[config.mk]
export PLATFORM = sky130hd
export DESIGN_NAME = pwm_shutdown_steering_ctrl
export DESIGN_NICKNAME = d
export VERILOG_FILES = /design/src/rtl/pwm_ctrl_pkg.sv /design/src/rtl/deadband_delay.sv /design/src/rtl/pwm_shutdown_steering_ctrl.sv
export SDC_FILE = /design/constraint.sdc
export NUM_CORES = 1
export LEC_CHECK = 0
export ABC_AREA = 0
export BUFFER_PORTS_ARGS = -buffer_cell sky130_fd_sc_hd__clkbuf_2
export CAP_MARGIN = 20
export CELL_PAD_IN_SITES_DETAIL_PLACEMENT = 1
export CELL_PAD_IN_SITES_GLOBAL_PLACEMENT = 1
export CORE_AREA = 2 2 125 127
export DETAILED_ROUTE_END_ITERATION = 10
export DIE_AREA = 0 0 127 129
export GPL_ROUTABILITY_DRIVEN = 0
export PLACE_DENSITY = 0.61
export SLEW_MARGIN = 20
export SYNTH_ARGS = -nofsm -noshare
export SYNTH_HDL_FRONTEND = slang
export SYNTH_SLANG_ARGS = --single-unit
[constraint.sdc]
create_clock -name clk_sys -period 2.3 [get_ports clk_sys]
set_input_delay 0.115 -clock clk_sys [delete_from_list [all_inputs] [get_ports clk_sys]]
set_output_delay 0.115 -clock clk_sys [all_outputs]
set_load 0.03 [all_outputs]
[src/rtl/pwm_ctrl_pkg.sv]
package pwm_ctrl_pkg;

	// ------------------------------------------------------------
	// register byte offsets
	// ------------------------------------------------------------
	localparam logic [7:0] OFS_TIMER_SEL   = 8'h00;
	localparam logic [7:0] OFS_SHUTDOWN    = 8'h04;
	localparam logic [7:0] OFS_RESTART_DLY = 8'h08;
	localparam logic [7:0] OFS_STEERING    = 8'h0c;
	localparam logic [7:0] OFS_CHANNEL     = 8'h10;
	localparam logic [7:0] OFS_IRQ_STATUS  = 8'h14;
	localparam logic [7:0] OFS_IRQ_MASK    = 8'h18;

	// ------------------------------------------------------------
	// field positions
	// ------------------------------------------------------------
	localparam int SD_STATUS_BIT   = 7;
	localparam int SD_SRC_HI       = 6;
	localparam int SD_SRC_LO       = 4;
	localparam int SD_AC_HI        = 3;
	localparam int SD_AC_LO        = 2;
	localparam int SD_BD_HI        = 1;
	localparam int SD_BD_LO        = 0;
	localparam int RESTART_BIT     = 7;
	localparam int DELAY_HI        = 6;
	localparam int STEER_SYNC_BIT  = 4;
	localparam int CH_CFG_HI       = 7;
	localparam int CH_CFG_LO       = 6;
	localparam int CH_CSYNC_BIT    = 4;
	localparam int CH_MODE_HI      = 3;
	localparam int IRQ_SHUT_BIT    = 0;
	localparam int IRQ_RESTART_BIT = 1;
	localparam int IRQ_STEER_BIT   = 2;

	// ------------------------------------------------------------
	// reset values
	// ------------------------------------------------------------
	localparam logic [7:0] RST_TIMER_SEL   = 8'h00;
	localparam logic [7:0] RST_SHUTDOWN    = 8'h00;
	localparam logic [7:0] RST_RESTART_DLY = 8'h00;
	localparam logic [7:0] RST_STEERING    = 8'h01;
	localparam logic [7:0] RST_CHANNEL     = 8'h00;
	localparam logic [2:0] RST_IRQ         = 3'h0;

	// ------------------------------------------------------------
	// codes and timing
	// ------------------------------------------------------------
	localparam logic [1:0] TB_TIMER2      = 2'h0;
	localparam logic [1:0] TB_TIMER4      = 2'h1;
	localparam logic [1:0] TB_TIMER6      = 2'h2;
	localparam logic [1:0] MODE_PWM_HI    = 2'h3;
	localparam logic [1:0] CFG_SINGLE     = 2'h0;
	localparam logic [1:0] CFG_FULL_FWD   = 2'h1;
	localparam logic [1:0] CFG_HALF       = 2'h2;
	localparam logic [1:0] CFG_FULL_REV   = 2'h3;
	localparam logic [1:0] SAFE_LOW       = 2'h0;
	localparam logic [1:0] SAFE_HIGH      = 2'h1;
	localparam logic [1:0] CYC_DIV_LAST   = 2'h3;
	localparam int         DELAY_W        = 7;

	typedef struct packed {
		logic [3:0] out;
		logic [3:0] oe;
	} pin_bus_t;

	typedef struct packed {
		logic cmp1;
		logic cmp2;
		logic int_pin;
	} trip_in_t;

endpackage

[src/rtl/deadband_delay.sv]
`timescale 1ns/10ps
module deadband_delay (
	input  wire logic                              clk_sys,
	input  wire logic                              srst,
	input  wire logic                              cyc_en,
	input  wire logic [pwm_ctrl_pkg::DELAY_W-1:0] delay,
	input  wire logic                              din,
	output logic                                   dout
);
	logic [pwm_ctrl_pkg::DELAY_W-1:0] cnt_q;
	logic                             din_q;

	// ------------------------------------------------------------
	// active-going edge held back, inactive edge passes at once
	// ------------------------------------------------------------
	always_ff @(posedge clk_sys) begin
		if (srst) begin
			cnt_q <= '0;
			din_q <= 1'b0;
			dout  <= 1'b0;
		end else begin
			din_q <= din;
			if (!din) begin
				dout  <= 1'b0;
				cnt_q <= '0;
			end else if (!din_q) begin
				cnt_q <= delay;
				dout  <= (delay == '0);
			end else if (cnt_q != '0) begin
				// counted in instruction cycles, not in clocks
				if (cyc_en) begin
					cnt_q <= cnt_q - 1'b1;
					dout  <= (cnt_q == 7'h01);
				end
			end else begin
				dout <= 1'b1;
			end
		end
	end
endmodule

[src/rtl/pwm_shutdown_steering_ctrl.sv]
// Our own choices: the address map and the Wishbone register port.
`timescale 1ns/10ps
// Functional notes
// - timebase from timer2, timer4 or timer6
// - source select picks shutdown trip conditions
// - pair safe states: low, high, tristate
// - comparator trips wait for timer1 sync edge
// - auto restart clears status when trip gone
// - without restart, software clears shutdown status
// - half-bridge active edges delayed by dead-band cycle count
// - steering update at period start or cycle
// - steer bits route polarised pwm or port
// - steering only in pwm single-output mode
// - low mode bits set pair polarity
// - half-bridge: complementary a/b with dead band
module pwm_shutdown_steering_ctrl (
	input  wire logic                   clk_sys,
	input  wire logic                   srst,
	input  wire logic                   wb_cyc_i,
	input  wire logic                   wb_stb_i,
	input  wire logic                   wb_we_i,
	input  wire logic [7:0]             wb_adr_i,
	input  wire logic [3:0]             wb_sel_i,
	input  wire logic [31:0]            wb_dat_i,
	output logic      [31:0]            wb_dat_o,
	output logic                        wb_ack_o,
	input  wire logic [2:0]             timer_pwm,
	input  wire logic [2:0]             timer_period_start,
	input  wire logic                   timer1_sync,
	input  wire pwm_ctrl_pkg::trip_in_t trip_async,
	input  wire logic [3:0]             port_out,
	input  wire logic [3:0]             port_oe,
	output pwm_ctrl_pkg::pin_bus_t      pwm_pins,
	output logic                        irq
);

	// ------------------------------------------------------------
	// registers
	// ------------------------------------------------------------
	logic [1:0] ch5_timebase_select;
	logic [7:0] shutdown_ctl_q;
	logic       shutdown_status;
	logic [7:0] restart_dly_q;
	logic [4:0] steer_shadow_q;
	logic [3:0] steer_live_q;
	logic [7:0] channel_q;
	logic [2:0] irq_status_q;
	logic [2:0] irq_mask_q;

	logic       wr_en;
	logic       rd_ack;
	logic [1:0] cyc_div_q;
	logic       cyc_en;

	logic [2:0] cmp1_sync_q;
	logic [2:0] cmp2_sync_q;
	logic [2:0] int_sync_q;
	logic       cmp1_f_q;
	logic       cmp2_f_q;
	logic       int_f_q;
	logic       cmp1_trip_q;
	logic       cmp2_trip_q;
	logic       cmp1_trip;
	logic       cmp2_trip;
	logic       trip;

	logic       pwm_sel;
	logic       period_sel;
	logic       pwm_mode;
	logic       steer_ok;
	logic [1:0] out_cfg;
	logic       pol_ac_low;
	logic       pol_bd_low;
	logic       db_a;
	logic       db_b;
	logic [3:0] drv_out;
	logic [3:0] drv_oe;
	logic       sd_rise;
	logic       auto_clear;
	logic       steer_apply;

	// ------------------------------------------------------------
	// helpers
	// ------------------------------------------------------------
	function automatic logic [1:0] safe_drive(input logic [1:0] st);
		// returns {oe, out}; code 1x floats the pair
		case (st)
			pwm_ctrl_pkg::SAFE_LOW:  safe_drive = 2'h2;
			pwm_ctrl_pkg::SAFE_HIGH: safe_drive = 2'h3;
			default:                 safe_drive = 2'h0;
		endcase
	endfunction

	function automatic logic polar(input logic level, input logic low_act);
		polar = level ^ low_act;
	endfunction

	// ------------------------------------------------------------
	// instruction cycle enable, one clock in four
	// ------------------------------------------------------------
	always_ff @(posedge clk_sys) begin
		if (srst) begin
			cyc_div_q <= 2'h0;
		end else begin
			cyc_div_q <= cyc_div_q + 2'h1;
		end
	end
	assign cyc_en = (cyc_div_q == pwm_ctrl_pkg::CYC_DIV_LAST);

	// ------------------------------------------------------------
	// wishbone slave
	// ------------------------------------------------------------
	// one wait state; unmapped addresses ack and read zero
	assign wr_en    = wb_cyc_i && wb_stb_i && wb_we_i && !wb_ack_o && wb_sel_i[0];
	assign rd_ack   = wb_cyc_i && wb_stb_i && !wb_ack_o;
	assign shutdown_status = shutdown_ctl_q[pwm_ctrl_pkg::SD_STATUS_BIT];

	always_ff @(posedge clk_sys) begin
		if (srst) begin
			wb_ack_o <= 1'b0;
		end else begin
			wb_ack_o <= rd_ack;
		end
	end

	always_ff @(posedge clk_sys) begin
		if (srst) begin
			wb_dat_o <= 32'h0000_0000;
		end else if (rd_ack) begin
			case (wb_adr_i)
				pwm_ctrl_pkg::OFS_TIMER_SEL:   wb_dat_o <= {30'h0, ch5_timebase_select};
				pwm_ctrl_pkg::OFS_SHUTDOWN:    wb_dat_o <= {24'h0, shutdown_ctl_q};
				pwm_ctrl_pkg::OFS_RESTART_DLY: wb_dat_o <= {24'h0, restart_dly_q};
				pwm_ctrl_pkg::OFS_STEERING:    wb_dat_o <= {27'h0, steer_shadow_q};
				pwm_ctrl_pkg::OFS_CHANNEL:     wb_dat_o <= {24'h0, channel_q};
				pwm_ctrl_pkg::OFS_IRQ_STATUS:  wb_dat_o <= {29'h0, irq_status_q};
				pwm_ctrl_pkg::OFS_IRQ_MASK:    wb_dat_o <= {29'h0, irq_mask_q};
				default:                       wb_dat_o <= 32'h0000_0000;
			endcase
		end
	end

	always_ff @(posedge clk_sys) begin
		if (srst) begin
			ch5_timebase_select <= pwm_ctrl_pkg::RST_TIMER_SEL[1:0];
			restart_dly_q       <= pwm_ctrl_pkg::RST_RESTART_DLY;
			channel_q           <= pwm_ctrl_pkg::RST_CHANNEL;
			steer_shadow_q      <= pwm_ctrl_pkg::RST_STEERING[4:0];
			irq_mask_q          <= pwm_ctrl_pkg::RST_IRQ;
		end else if (wr_en) begin
			case (wb_adr_i)
				pwm_ctrl_pkg::OFS_TIMER_SEL:   ch5_timebase_select <= wb_dat_i[1:0];
				pwm_ctrl_pkg::OFS_RESTART_DLY: restart_dly_q       <= wb_dat_i[7:0];
				pwm_ctrl_pkg::OFS_CHANNEL:     channel_q           <= wb_dat_i[7:0];
				pwm_ctrl_pkg::OFS_STEERING:    steer_shadow_q      <= wb_dat_i[4:0];
				pwm_ctrl_pkg::OFS_IRQ_MASK:    irq_mask_q          <= wb_dat_i[2:0];
				default:                       irq_mask_q          <= irq_mask_q;
			endcase
		end
	end

	// ------------------------------------------------------------
	// trip input synchronisers
	// ------------------------------------------------------------
	always_ff @(posedge clk_sys) begin
		if (srst) begin
			cmp1_sync_q <= 3'h0;
			cmp2_sync_q <= 3'h0;
			int_sync_q  <= 3'h7;
			cmp1_f_q    <= 1'b0;
			cmp2_f_q    <= 1'b0;
			int_f_q     <= 1'b1;
		end else begin
			cmp1_sync_q <= {cmp1_sync_q[1:0], trip_async.cmp1};
			cmp2_sync_q <= {cmp2_sync_q[1:0], trip_async.cmp2};
			int_sync_q  <= {int_sync_q[1:0], trip_async.int_pin};
			if (cmp1_sync_q[1] == cmp1_sync_q[2]) begin
				cmp1_f_q <= cmp1_sync_q[2];
			end
			if (cmp2_sync_q[1] == cmp2_sync_q[2]) begin
				cmp2_f_q <= cmp2_sync_q[2];
			end
			if (int_sync_q[1] == int_sync_q[2]) begin
				int_f_q <= int_sync_q[2];
			end
		end
	end

	// comparator levels sampled on the timer1 edge when sync is on
	always_ff @(posedge clk_sys) begin
		if (srst) begin
			cmp1_trip_q <= 1'b0;
			cmp2_trip_q <= 1'b0;
		end else if (timer1_sync) begin
			cmp1_trip_q <= cmp1_f_q;
			cmp2_trip_q <= cmp2_f_q;
		end
	end

	assign cmp1_trip = channel_q[pwm_ctrl_pkg::CH_CSYNC_BIT] ? cmp1_trip_q : cmp1_f_q;
	assign cmp2_trip = channel_q[pwm_ctrl_pkg::CH_CSYNC_BIT] ? cmp2_trip_q : cmp2_f_q;

	// source select bits: [0] cmp1, [1] cmp2, [2] int pin low; zero disables
	always_comb begin
		trip = (shutdown_ctl_q[pwm_ctrl_pkg::SD_SRC_LO] && cmp1_trip) ||
		       (shutdown_ctl_q[pwm_ctrl_pkg::SD_SRC_LO + 1] && cmp2_trip) ||
		       (shutdown_ctl_q[pwm_ctrl_pkg::SD_SRC_HI] && !int_f_q);
	end

	// ------------------------------------------------------------
	// shutdown control and status
	// ------------------------------------------------------------
	assign auto_clear = shutdown_status && !trip && restart_dly_q[pwm_ctrl_pkg::RESTART_BIT];
	assign sd_rise    = trip && !shutdown_status;

	always_ff @(posedge clk_sys) begin
		if (srst) begin
			shutdown_ctl_q <= pwm_ctrl_pkg::RST_SHUTDOWN;
		end else begin
			if (wr_en && wb_adr_i == pwm_ctrl_pkg::OFS_SHUTDOWN) begin
				// software may clear the status or force a shutdown
				shutdown_ctl_q <= wb_dat_i[7:0];
			end
			if (auto_clear) begin
				shutdown_ctl_q[pwm_ctrl_pkg::SD_STATUS_BIT] <= 1'b0;
			end
			// a live trip always wins over a clear
			if (trip) begin
				shutdown_ctl_q[pwm_ctrl_pkg::SD_STATUS_BIT] <= 1'b1;
			end
		end
	end

	// ------------------------------------------------------------
	// timebase and steering update
	// ------------------------------------------------------------
	always_comb begin
		case (ch5_timebase_select)
			pwm_ctrl_pkg::TB_TIMER2: begin
				pwm_sel    = timer_pwm[0];
				period_sel = timer_period_start[0];
			end
			pwm_ctrl_pkg::TB_TIMER4: begin
				pwm_sel    = timer_pwm[1];
				period_sel = timer_period_start[1];
			end
			pwm_ctrl_pkg::TB_TIMER6: begin
				pwm_sel    = timer_pwm[2];
				period_sel = timer_period_start[2];
			end
			default: begin
				// reserved code: no timebase, output idles
				pwm_sel    = 1'b0;
				period_sel = 1'b0;
			end
		endcase
	end

	assign steer_apply = (steer_live_q != steer_shadow_q[3:0]) &&
	                     (steer_shadow_q[pwm_ctrl_pkg::STEER_SYNC_BIT] ? period_sel : cyc_en);

	always_ff @(posedge clk_sys) begin
		if (srst) begin
			steer_live_q <= pwm_ctrl_pkg::RST_STEERING[3:0];
		end else if (steer_apply) begin
			steer_live_q <= steer_shadow_q[3:0];
		end
	end

	// ------------------------------------------------------------
	// dead band for the half-bridge pair
	// ------------------------------------------------------------
	deadband_delay u_db_a (
		.clk_sys (clk_sys),
		.srst    (srst),
		.cyc_en  (cyc_en),
		.delay   (restart_dly_q[pwm_ctrl_pkg::DELAY_HI:0]),
		.din     (pwm_sel),
		.dout    (db_a)
	);

	deadband_delay u_db_b (
		.clk_sys (clk_sys),
		.srst    (srst),
		.cyc_en  (cyc_en),
		.delay   (restart_dly_q[pwm_ctrl_pkg::DELAY_HI:0]),
		.din     (!pwm_sel),
		.dout    (db_b)
	);

	// ------------------------------------------------------------
	// output steering and shutdown override
	// ------------------------------------------------------------
	assign out_cfg    = channel_q[pwm_ctrl_pkg::CH_CFG_HI:pwm_ctrl_pkg::CH_CFG_LO];
	assign pwm_mode   = channel_q[pwm_ctrl_pkg::CH_MODE_HI -: 2] == pwm_ctrl_pkg::MODE_PWM_HI;
	assign steer_ok   = pwm_mode && out_cfg == pwm_ctrl_pkg::CFG_SINGLE;
	assign pol_ac_low = channel_q[1];
	assign pol_bd_low = channel_q[0];

	always_comb begin
		drv_out = port_out;
		drv_oe  = port_oe;
		if (steer_ok) begin
			for (int i = 0; i < 4; i++) begin
				if (steer_live_q[i]) begin
					drv_out[i] = polar(pwm_sel, (i == 0 || i == 2) ? pol_ac_low : pol_bd_low);
					drv_oe[i]  = 1'b1;
				end
			end
		end else if (pwm_mode) begin
			case (out_cfg)
				pwm_ctrl_pkg::CFG_HALF: begin
					drv_out[0] = polar(db_a, pol_ac_low);
					drv_out[1] = polar(db_b, pol_bd_low);
					drv_oe[1:0] = 2'h3;
				end
				pwm_ctrl_pkg::CFG_FULL_FWD: begin
					drv_out = {polar(pwm_sel, pol_bd_low), polar(1'b0, pol_ac_low),
					           polar(1'b0, pol_bd_low), polar(1'b1, pol_ac_low)};
					drv_oe  = 4'hf;
				end
				pwm_ctrl_pkg::CFG_FULL_REV: begin
					drv_out = {polar(1'b0, pol_bd_low), polar(1'b1, pol_ac_low),
					           polar(pwm_sel, pol_bd_low), polar(1'b0, pol_ac_low)};
					drv_oe  = 4'hf;
				end
				default: begin
					drv_out = port_out;
					drv_oe  = port_oe;
				end
			endcase
		end
		// shutdown overrides the waveform on all four pins in pwm mode
		if (pwm_mode && shutdown_status) begin
			{drv_oe[0], drv_out[0]} = safe_drive(shutdown_ctl_q[pwm_ctrl_pkg::SD_AC_HI:pwm_ctrl_pkg::SD_AC_LO]);
			{drv_oe[2], drv_out[2]} = safe_drive(shutdown_ctl_q[pwm_ctrl_pkg::SD_AC_HI:pwm_ctrl_pkg::SD_AC_LO]);
			{drv_oe[1], drv_out[1]} = safe_drive(shutdown_ctl_q[pwm_ctrl_pkg::SD_BD_HI:pwm_ctrl_pkg::SD_BD_LO]);
			{drv_oe[3], drv_out[3]} = safe_drive(shutdown_ctl_q[pwm_ctrl_pkg::SD_BD_HI:pwm_ctrl_pkg::SD_BD_LO]);
		end
	end

	// registered pins: one clock behind the waveform, no glitches
	always_ff @(posedge clk_sys) begin
		if (srst) begin
			pwm_pins.out <= 4'h0;
			pwm_pins.oe  <= 4'h0;
		end else begin
			pwm_pins.out <= drv_out;
			pwm_pins.oe  <= drv_oe;
		end
	end

	// ------------------------------------------------------------
	// interrupt status, write one to clear, set wins
	// ------------------------------------------------------------
	always_ff @(posedge clk_sys) begin
		if (srst) begin
			irq_status_q <= pwm_ctrl_pkg::RST_IRQ;
		end else begin
			if (wr_en && wb_adr_i == pwm_ctrl_pkg::OFS_IRQ_STATUS) begin
				irq_status_q <= irq_status_q & ~wb_dat_i[2:0];
			end
			if (sd_rise) begin
				irq_status_q[pwm_ctrl_pkg::IRQ_SHUT_BIT] <= 1'b1;
			end
			if (auto_clear) begin
				irq_status_q[pwm_ctrl_pkg::IRQ_RESTART_BIT] <= 1'b1;
			end
			if (steer_apply) begin
				irq_status_q[pwm_ctrl_pkg::IRQ_STEER_BIT] <= 1'b1;
			end
		end
	end

	always_ff @(posedge clk_sys) begin
		if (srst) begin
			irq <= 1'b0;
		end else begin
			irq <= |(irq_status_q & irq_mask_q);
		end
	end

endmodule

==> results.py, run 1 <==
metrics = {
    "timing": {
        "maxSlewHeadroom_pct": 52.2,
        "fin_setup_tns_ns": 0,
        "finalSetupViolations": 0,
        "skew_ns": 0.00508,
        "setup_slack_ns": 0.395,
        "rsz0062_at_grt": "false",
        "fmax_ghz": 0.525,
        "timing.final.crit_share_pct": 82.8,
        "drv_slew": 0,
        "hold_violations": 0,
        "worst_pin_slew_ns": 0.713,
        "hold_ws_ns": 0.0478,
        "period_needed_ns": 1.90,
    },
    "critical_path": {
        "cp-startpoint": "channel_q[7]$_SDFFE_PP0P_",
        "r2r_slack_ns": 0.40,
        "endpoint_kind": "flop",
        "cp_max_fo": 12,
        "slowest_stage": "dfxtp_1",
        "slowest_delay_ns": 0.62,
        "required_ns": 2.58,
        "timing.rr.start": "channel_q[7]$_SDFFE_PP0P_",
        "crit_path_start_kind": "flop",
        "r2r_cells": 5,
        "worstPathCellList": "inv_1 -> a221o_1 -> o211a_1 -> a211o_1 -> a21oi_1",
        "cp.arrival_ns": 2.19,
        "r2r-end": "pwm_pins[4]$_SDFF_PP0_",
        "critPathKind": "reg2reg",
    },
    "grt": {
        "antenna_found_initial": 0,
        "track_usage_pct": 16.4,
        "grt_start_max_net_pins": 41,
        "grt_busiest_layer": "met2",
        "grt_pass1_wl_mm": 20.9,
        "use_met2_pct": 27.4,
        "globalRouteMet3Util_pct": 4.32,
        "grt_use_met1_pct": 20.6,
        "grt_overflow": 0,
        "grt_pass1_vias": 3986,
    },
    "power_and_ir_drop": {
        "p_sw_mw": 0.903,
        "combPwrFrac_pct": 8.5,
        "ir_worst_vdd_uv": 349,
        "p_per_area_mw_per_mm2": 660,
        "p_seq_share_pct": 45.7,
        "p_int_mw": 2.73,
        "p_leak_nw": 2.12,
        "p_clk_share_pct": 45.8,
        "swShare_pct": 24.9,
        "p_total_mw": 3.63,
    },
    "floorplan": {
        "die_y_um": 129,
        "start_util_pct": 31.3,
        "io_pins": 109,
        "placementRows": 45,
        "dieArea_mm2": 0.0164,
        "coreArea_mm2": 0.0150,
        "die_w_um": 127,
    },
    "logic_synthesis": {
        "seq_area_frac_synth_pct": 39.7,
        "synth.area.top_cells": "dfxtp_1, mux2i_1, nor2_1, buf_4, a21oi_1",
        "synth_edf_count": 0,
        "synth_cell_types": 64,
        "ys_ff_latch": 93,
        "async_flop_share_pct": 0,
        "yosysWarnings": 0,
        "netlist_instances": 526,
        "synth_largest_area_cell": "dfxtp_1",
        "avgSynthCellArea_um2": 8.92,
        "synth_top_area_share_pct": 39.7,
        "synth_top_flop_cell": "dfxtp_1",
        "netlist_area_mm2": 0.00469,
    },
    "min_path": {
        "hold_end": "shutdown_ctl_q[6]$_SDFFE_PP0P_",
        "hp-class": "in2reg",
        "hold-path-cell-count": 3,
        "hold_path.startpoint": "wb_dat_i[6]",
    },
    "final_layout": {
        "drive_gt1_share_pct": 18.7,
        "num-nets-final": 658,
        "finalInstanceArea_mm2": 0.00550,
        "instances_no_fill": 777,
        "fill_cells": 1777,
        "final_util_pct": 36.7,
        "regArea_mm2": 0.00186,
        "layout_commonest_cell": "dfxtp_1",
        "area_delta_synth_final_pct": 17.2,
        "multi_input_area_mm2": 0.00256,
        "n_antenna_cell": 0,
        "mostFrequentLayoutCells": "dfxtp_1, nor2_1, clkbuf_2",
    },
    "outcome": {
        "outcome": "finished, final reports clean",
    },
    "placement": {
        "post_dp_cell_area_mm2": 0.00510,
        "port_buffers": 57,
        "placed_cells": 755,
        "hpwl_mm": 9.69,
        "pre_cts_ws_ns": 0.417,
    },
    "routing": {
        "drc": 0,
        "drt_iter0_markers": 230,
        "wl_mm": 13.0,
        "vias": 3946,
        "ant_nets": 0,
        "viasPerCell": 5.08,
        "wl_per_cell_um": 16.7,
        "first_pass_iters": 5,
    },
    "flow_run": {
        "max_cap_violations": 0,
    },
    "clock_tree": {
        "cts-root-buf": "clkbuf_16",
        "tritoncts": "done",
        "clock_sinks": 93,
        "cts_made_buffers": 9,
        "path_clk_slew_ns": 0.07,
        "cts_resized": 0,
        "clockBufferDepth": 2,
        "htree_levels": 3,
        "clk_latency_ns": 0.35,
    },
}
==> worst max-delay path: cells and delay by family, from the launching register on <==
kind | cells | cell delay, ns
DFF | 1 | 0.62
AOI/OAI and AO/OA | 4 | 0.99
buffers and inverters | 1 | 0.23
==> sequential cells by signal (all words and copies together) (netlist names), 5 cells and up <==
register and cells:
restart_dly_q 8, u_db_a.cnt_q 7, channel_q 8, pwm_pins 8, shutdown_ctl_q 8, wb_dat_o 8, u_db_b.cnt_q 7, steer_shadow_q 5
==> power groups by stage <==
stage,combinational [mW],sequential (mW),clock (mW)
after detailed placement,0.303,1.70,0
after floorplan,0.222,1.70,0
after global routing,0.340,1.66,1.78
after global placement,0.296,1.69,0
after CTS,0.311,1.66,1.71
final,0.310,1.66,1.66
==> final cells by class <==
class                   instances  share of cell area, %
clock inverters                 6                   1.73
clock buffers                  10                   4.35
multi-input cells             388                   46.5
flip-flops and latches         93                   33.9
repair buffers                 75                   8.15
well taps                     188                   4.28
inverters                      17                   1.16
==> timing repair <==
item	CTS	global route
hold buffers	6	0
setup buffers	0	0
setup endpoints to repair	0	0
hold endpoints to repair	6	0
==> cells in the mapped netlist (9+ instances only) <==
cell and instances:
nor4_1 9, nand2_1 19, a22oi_1 11, xnor2_1 10
nor2b_1 13, buf_4 24, nor2_1 77, dfxtp_1 93
a211oi_1 19, mux2i_1 45, clkbuf_1 16, o21ai_0 18
inv_1 16, a21oi_1 33, nand3_1 10, nand2b_1 11
==> worst max-delay path by stage <==
| stage | to |
|---|---|
| 2_1_floorplan | restart_dly_q[7]$_SDFFE_PP0P_ |
| 3_3_place_gp | pwm_pins[4]$_SDFF_PP0_ |
| 3_5_place_dp | u_db_b.cnt_q[0]$_SDFFE_PP0P_ |
| 4_1_cts | pwm_pins[4]$_SDFF_PP0_ |
| 5_1_grt | u_db_b.cnt_q[0]$_SDFFE_PP0P_ |
| 6_report | pwm_pins[4]$_SDFF_PP0_ |
==> cells by family after synthesis <==
kind of cell	count (synthesis)	share of synthesized area (%)
fa+ha+maj	7	1.87
compound gates	108	15.1
other cells	1	0.0799
simple gates	183	21.2
xor+xnor	14	2.61
flops	93	39.7
mux	52	11.8
buf+inv	68	7.70
==> layer usage <==
metal	up-vias	wire length, um	share of wire, %
met5	-	0	0
met4	0	249	1.9
met3	14	483	3.7
met2	75	6300	48
met1	1917	5970	46
li1	1940	-	-
Power figures use the tool's default switching activity.
==> inputs of run 2 (changes only) <==
- PLACE_DENSITY: 0.61 -> 0.63
- clock period: 2.3 -> 1.7 ns (I/O delays scaled with it)
==> results.py, run 2 (synthesized netlist as in run 1, its figures left out) <==
metrics = {
    "critical_path": {
        "required_ns": 1.98,
        "crit_path_start_kind": "flop",
        "critPathKind": "reg2reg",
        "cp.arrival_ns": 1.92,
        "r2r_slack_ns": 0.06,
        "endpoint_kind": "flop",
        "cp_max_fo": 5,
    },
    "final_layout": {
        "drive_gt1_share_pct": 27.2,
        "n_antenna_cell": 0,
        "multi_input_area_mm2": 0.00266,
        "mostFrequentLayoutCells": "dfxtp_1, nor2_1, clkbuf_2",
        "layout_commonest_cell": "dfxtp_1",
        "finalInstanceArea_mm2": 0.00591,
        "area_delta_synth_final_pct": 26.0,
        "num-nets-final": 698,
        "fill_cells": 1770,
        "regArea_mm2": 0.00187,
    },
    "routing": {
        "first_pass_iters": 4,
        "ant_nets": 0,
        "wl_per_cell_um": 16.6,
        "drt_iter0_markers": 202,
        "drc": 0,
        "viasPerCell": 5.08,
        "wl_mm": 13.5,
        "vias": 4147,
    },
    "power_and_ir_drop": {
        "ir_worst_vdd_uv": 452,
        "p_clk_share_pct": 42.6,
        "combPwrFrac_pct": 9.8,
        "p_per_area_mw_per_mm2": 798,
        "p_total_mw": 4.72,
        "p_leak_nw": 2.32,
        "swShare_pct": 27.8,
        "p_int_mw": 3.40,
        "p_seq_share_pct": 47.6,
        "p_sw_mw": 1.31,
    },
    "timing": {
        "rsz0062_at_grt": "true",
        "period_needed_ns": 1.64,
        "skew_ns": 0.00631,
        "finalSetupViolations": 0,
        "timing.final.crit_share_pct": 96.3,
        "hold_violations": 0,
        "worst_pin_slew_ns": 0.569,
        "maxSlewHeadroom_pct": 62.0,
        "fmax_ghz": 0.611,
        "drv_slew": 0,
    },
    "flow_run": {
        "max_cap_violations": 0,
    },
    "grt": {
        "grt_start_max_net_pins": 25,
        "grt_overflow": 0,
        "grt_pass1_wl_mm": 21.7,
        "grt_pass1_vias": 4258,
        "track_usage_pct": 16.8,
        "antenna_found_initial": 0,
    },
    "clock_tree": {
        "path_clk_slew_ns": 0.07,
        "clk_latency_ns": 0.36,
        "clock_sinks": 93,
        "cts_made_buffers": 9,
        "clockBufferDepth": 2,
        "cts-root-buf": "clkbuf_16",
        "tritoncts": "done",
        "htree_levels": 3,
    },
    "floorplan": {
        "die_y_um": 129,
        "placementRows": 45,
        "coreArea_mm2": 0.0150,
        "start_util_pct": 31.3,
        "io_pins": 109,
        "dieArea_mm2": 0.0164,
        "die_w_um": 127,
    },
    "placement": {
        "post_dp_cell_area_mm2": 0.00542,
        "hpwl_mm": 10.4,
        "port_buffers": 57,
    },
    "min_path": {
        "hp-class": "in2reg",
    },
    "outcome": {
        "outcome": "finished, final reports clean",
    },
}
-- run 2: power by group through the flow --
stage               Sequential, mW  Combinational, mW  Clock (mW)
detailed placement            2.29              0.434           0
floorplan                     2.30              0.301           0
global route                  2.25              0.501        2.15
CTS                           2.24              0.450        2.05
global placement              2.29              0.422           0
finish                        2.24              0.460        2.01
-- run 2: final timing paths --
| check | startpoint | to | cells past startpoint |
|---|---|---|---|
| setup / recovery | channel_q[6]$_SDFFE_PP0P_ | pwm_pins[4]$_SDFF_PP0_ | 5 |
| hold / removal | wb_dat_i[6] | restart_dly_q[6]$_SDFFE_PP0P_ | 3 |
| setup reg to reg | channel_q[6]$_SDFFE_PP0P_ | pwm_pins[4]$_SDFF_PP0_ | 5 |
| hold reg to reg | int_sync_q[0]$_SDFF_PP1_ | int_sync_q[1]$_SDFF_PP1_ | 1 |
-- run 2: layout make-up --
cell class,instances,area share (%)
clock buffer,9,3.81
clock inverter,7,1.16
inverter,17,1.08
multi-input combinational,388,45.1
sequential,93,31.6
tap,188,3.98
timing repair buffer,115,13.3
-- run 2: what timing repair did --
| item | in CTS | in global routing |
|---|---|---|
| setup buffers | 1 | 1 |
| endpoints found under the setup margin | 5 | 44 |
| hold endpoints to repair | 6 | 0 |
| pin swaps | 2 | 5 |
| gates resized for setup | 3 | 23 |
| hold buffers | 6 | 0 |
-- run 2: per-layer routing --
layer	vias up	track usage [%]	wire length [um]
li1	2012	-	-
met1	2039	20.7	6080
met2	77	29.6	6730
met3	19	2.49	432
met4	0	6.98	284
met5	-	0	0
-- run 2: worst max-delay path, cell delays in order, from the launching register on --
cell and delay, ns:
dfxtp_2 0.39, and4b_2 0.25, a221o_1 0.27, o211a_1 0.22, a211o_1 0.29, a21oi_1 0.14
-- run 2: metrics by stage --
step | hold slack [ns] | instances | setup TNS [ns] | utilization, % | worst slack [ns]
3_5_place_dp | 0.273 | 793 | -0.172 | 36.2 | -0.0981
3_3_place_gp | 0.267 | 793 | -0.0234 | 36.2 | -0.0234
5_1_grt | 0.0189 | 817 | -0.0998 | 39.5 | -0.0322
4_1_cts | 0.00305 | 816 | -0.00525 | 38.8 | -0.00525
2_1_floorplan | 0.189 | 549 | -0.0684 | - | -0.00857
6_report | 0.0155 | 817 | 0 | 39.5 | 0.0637
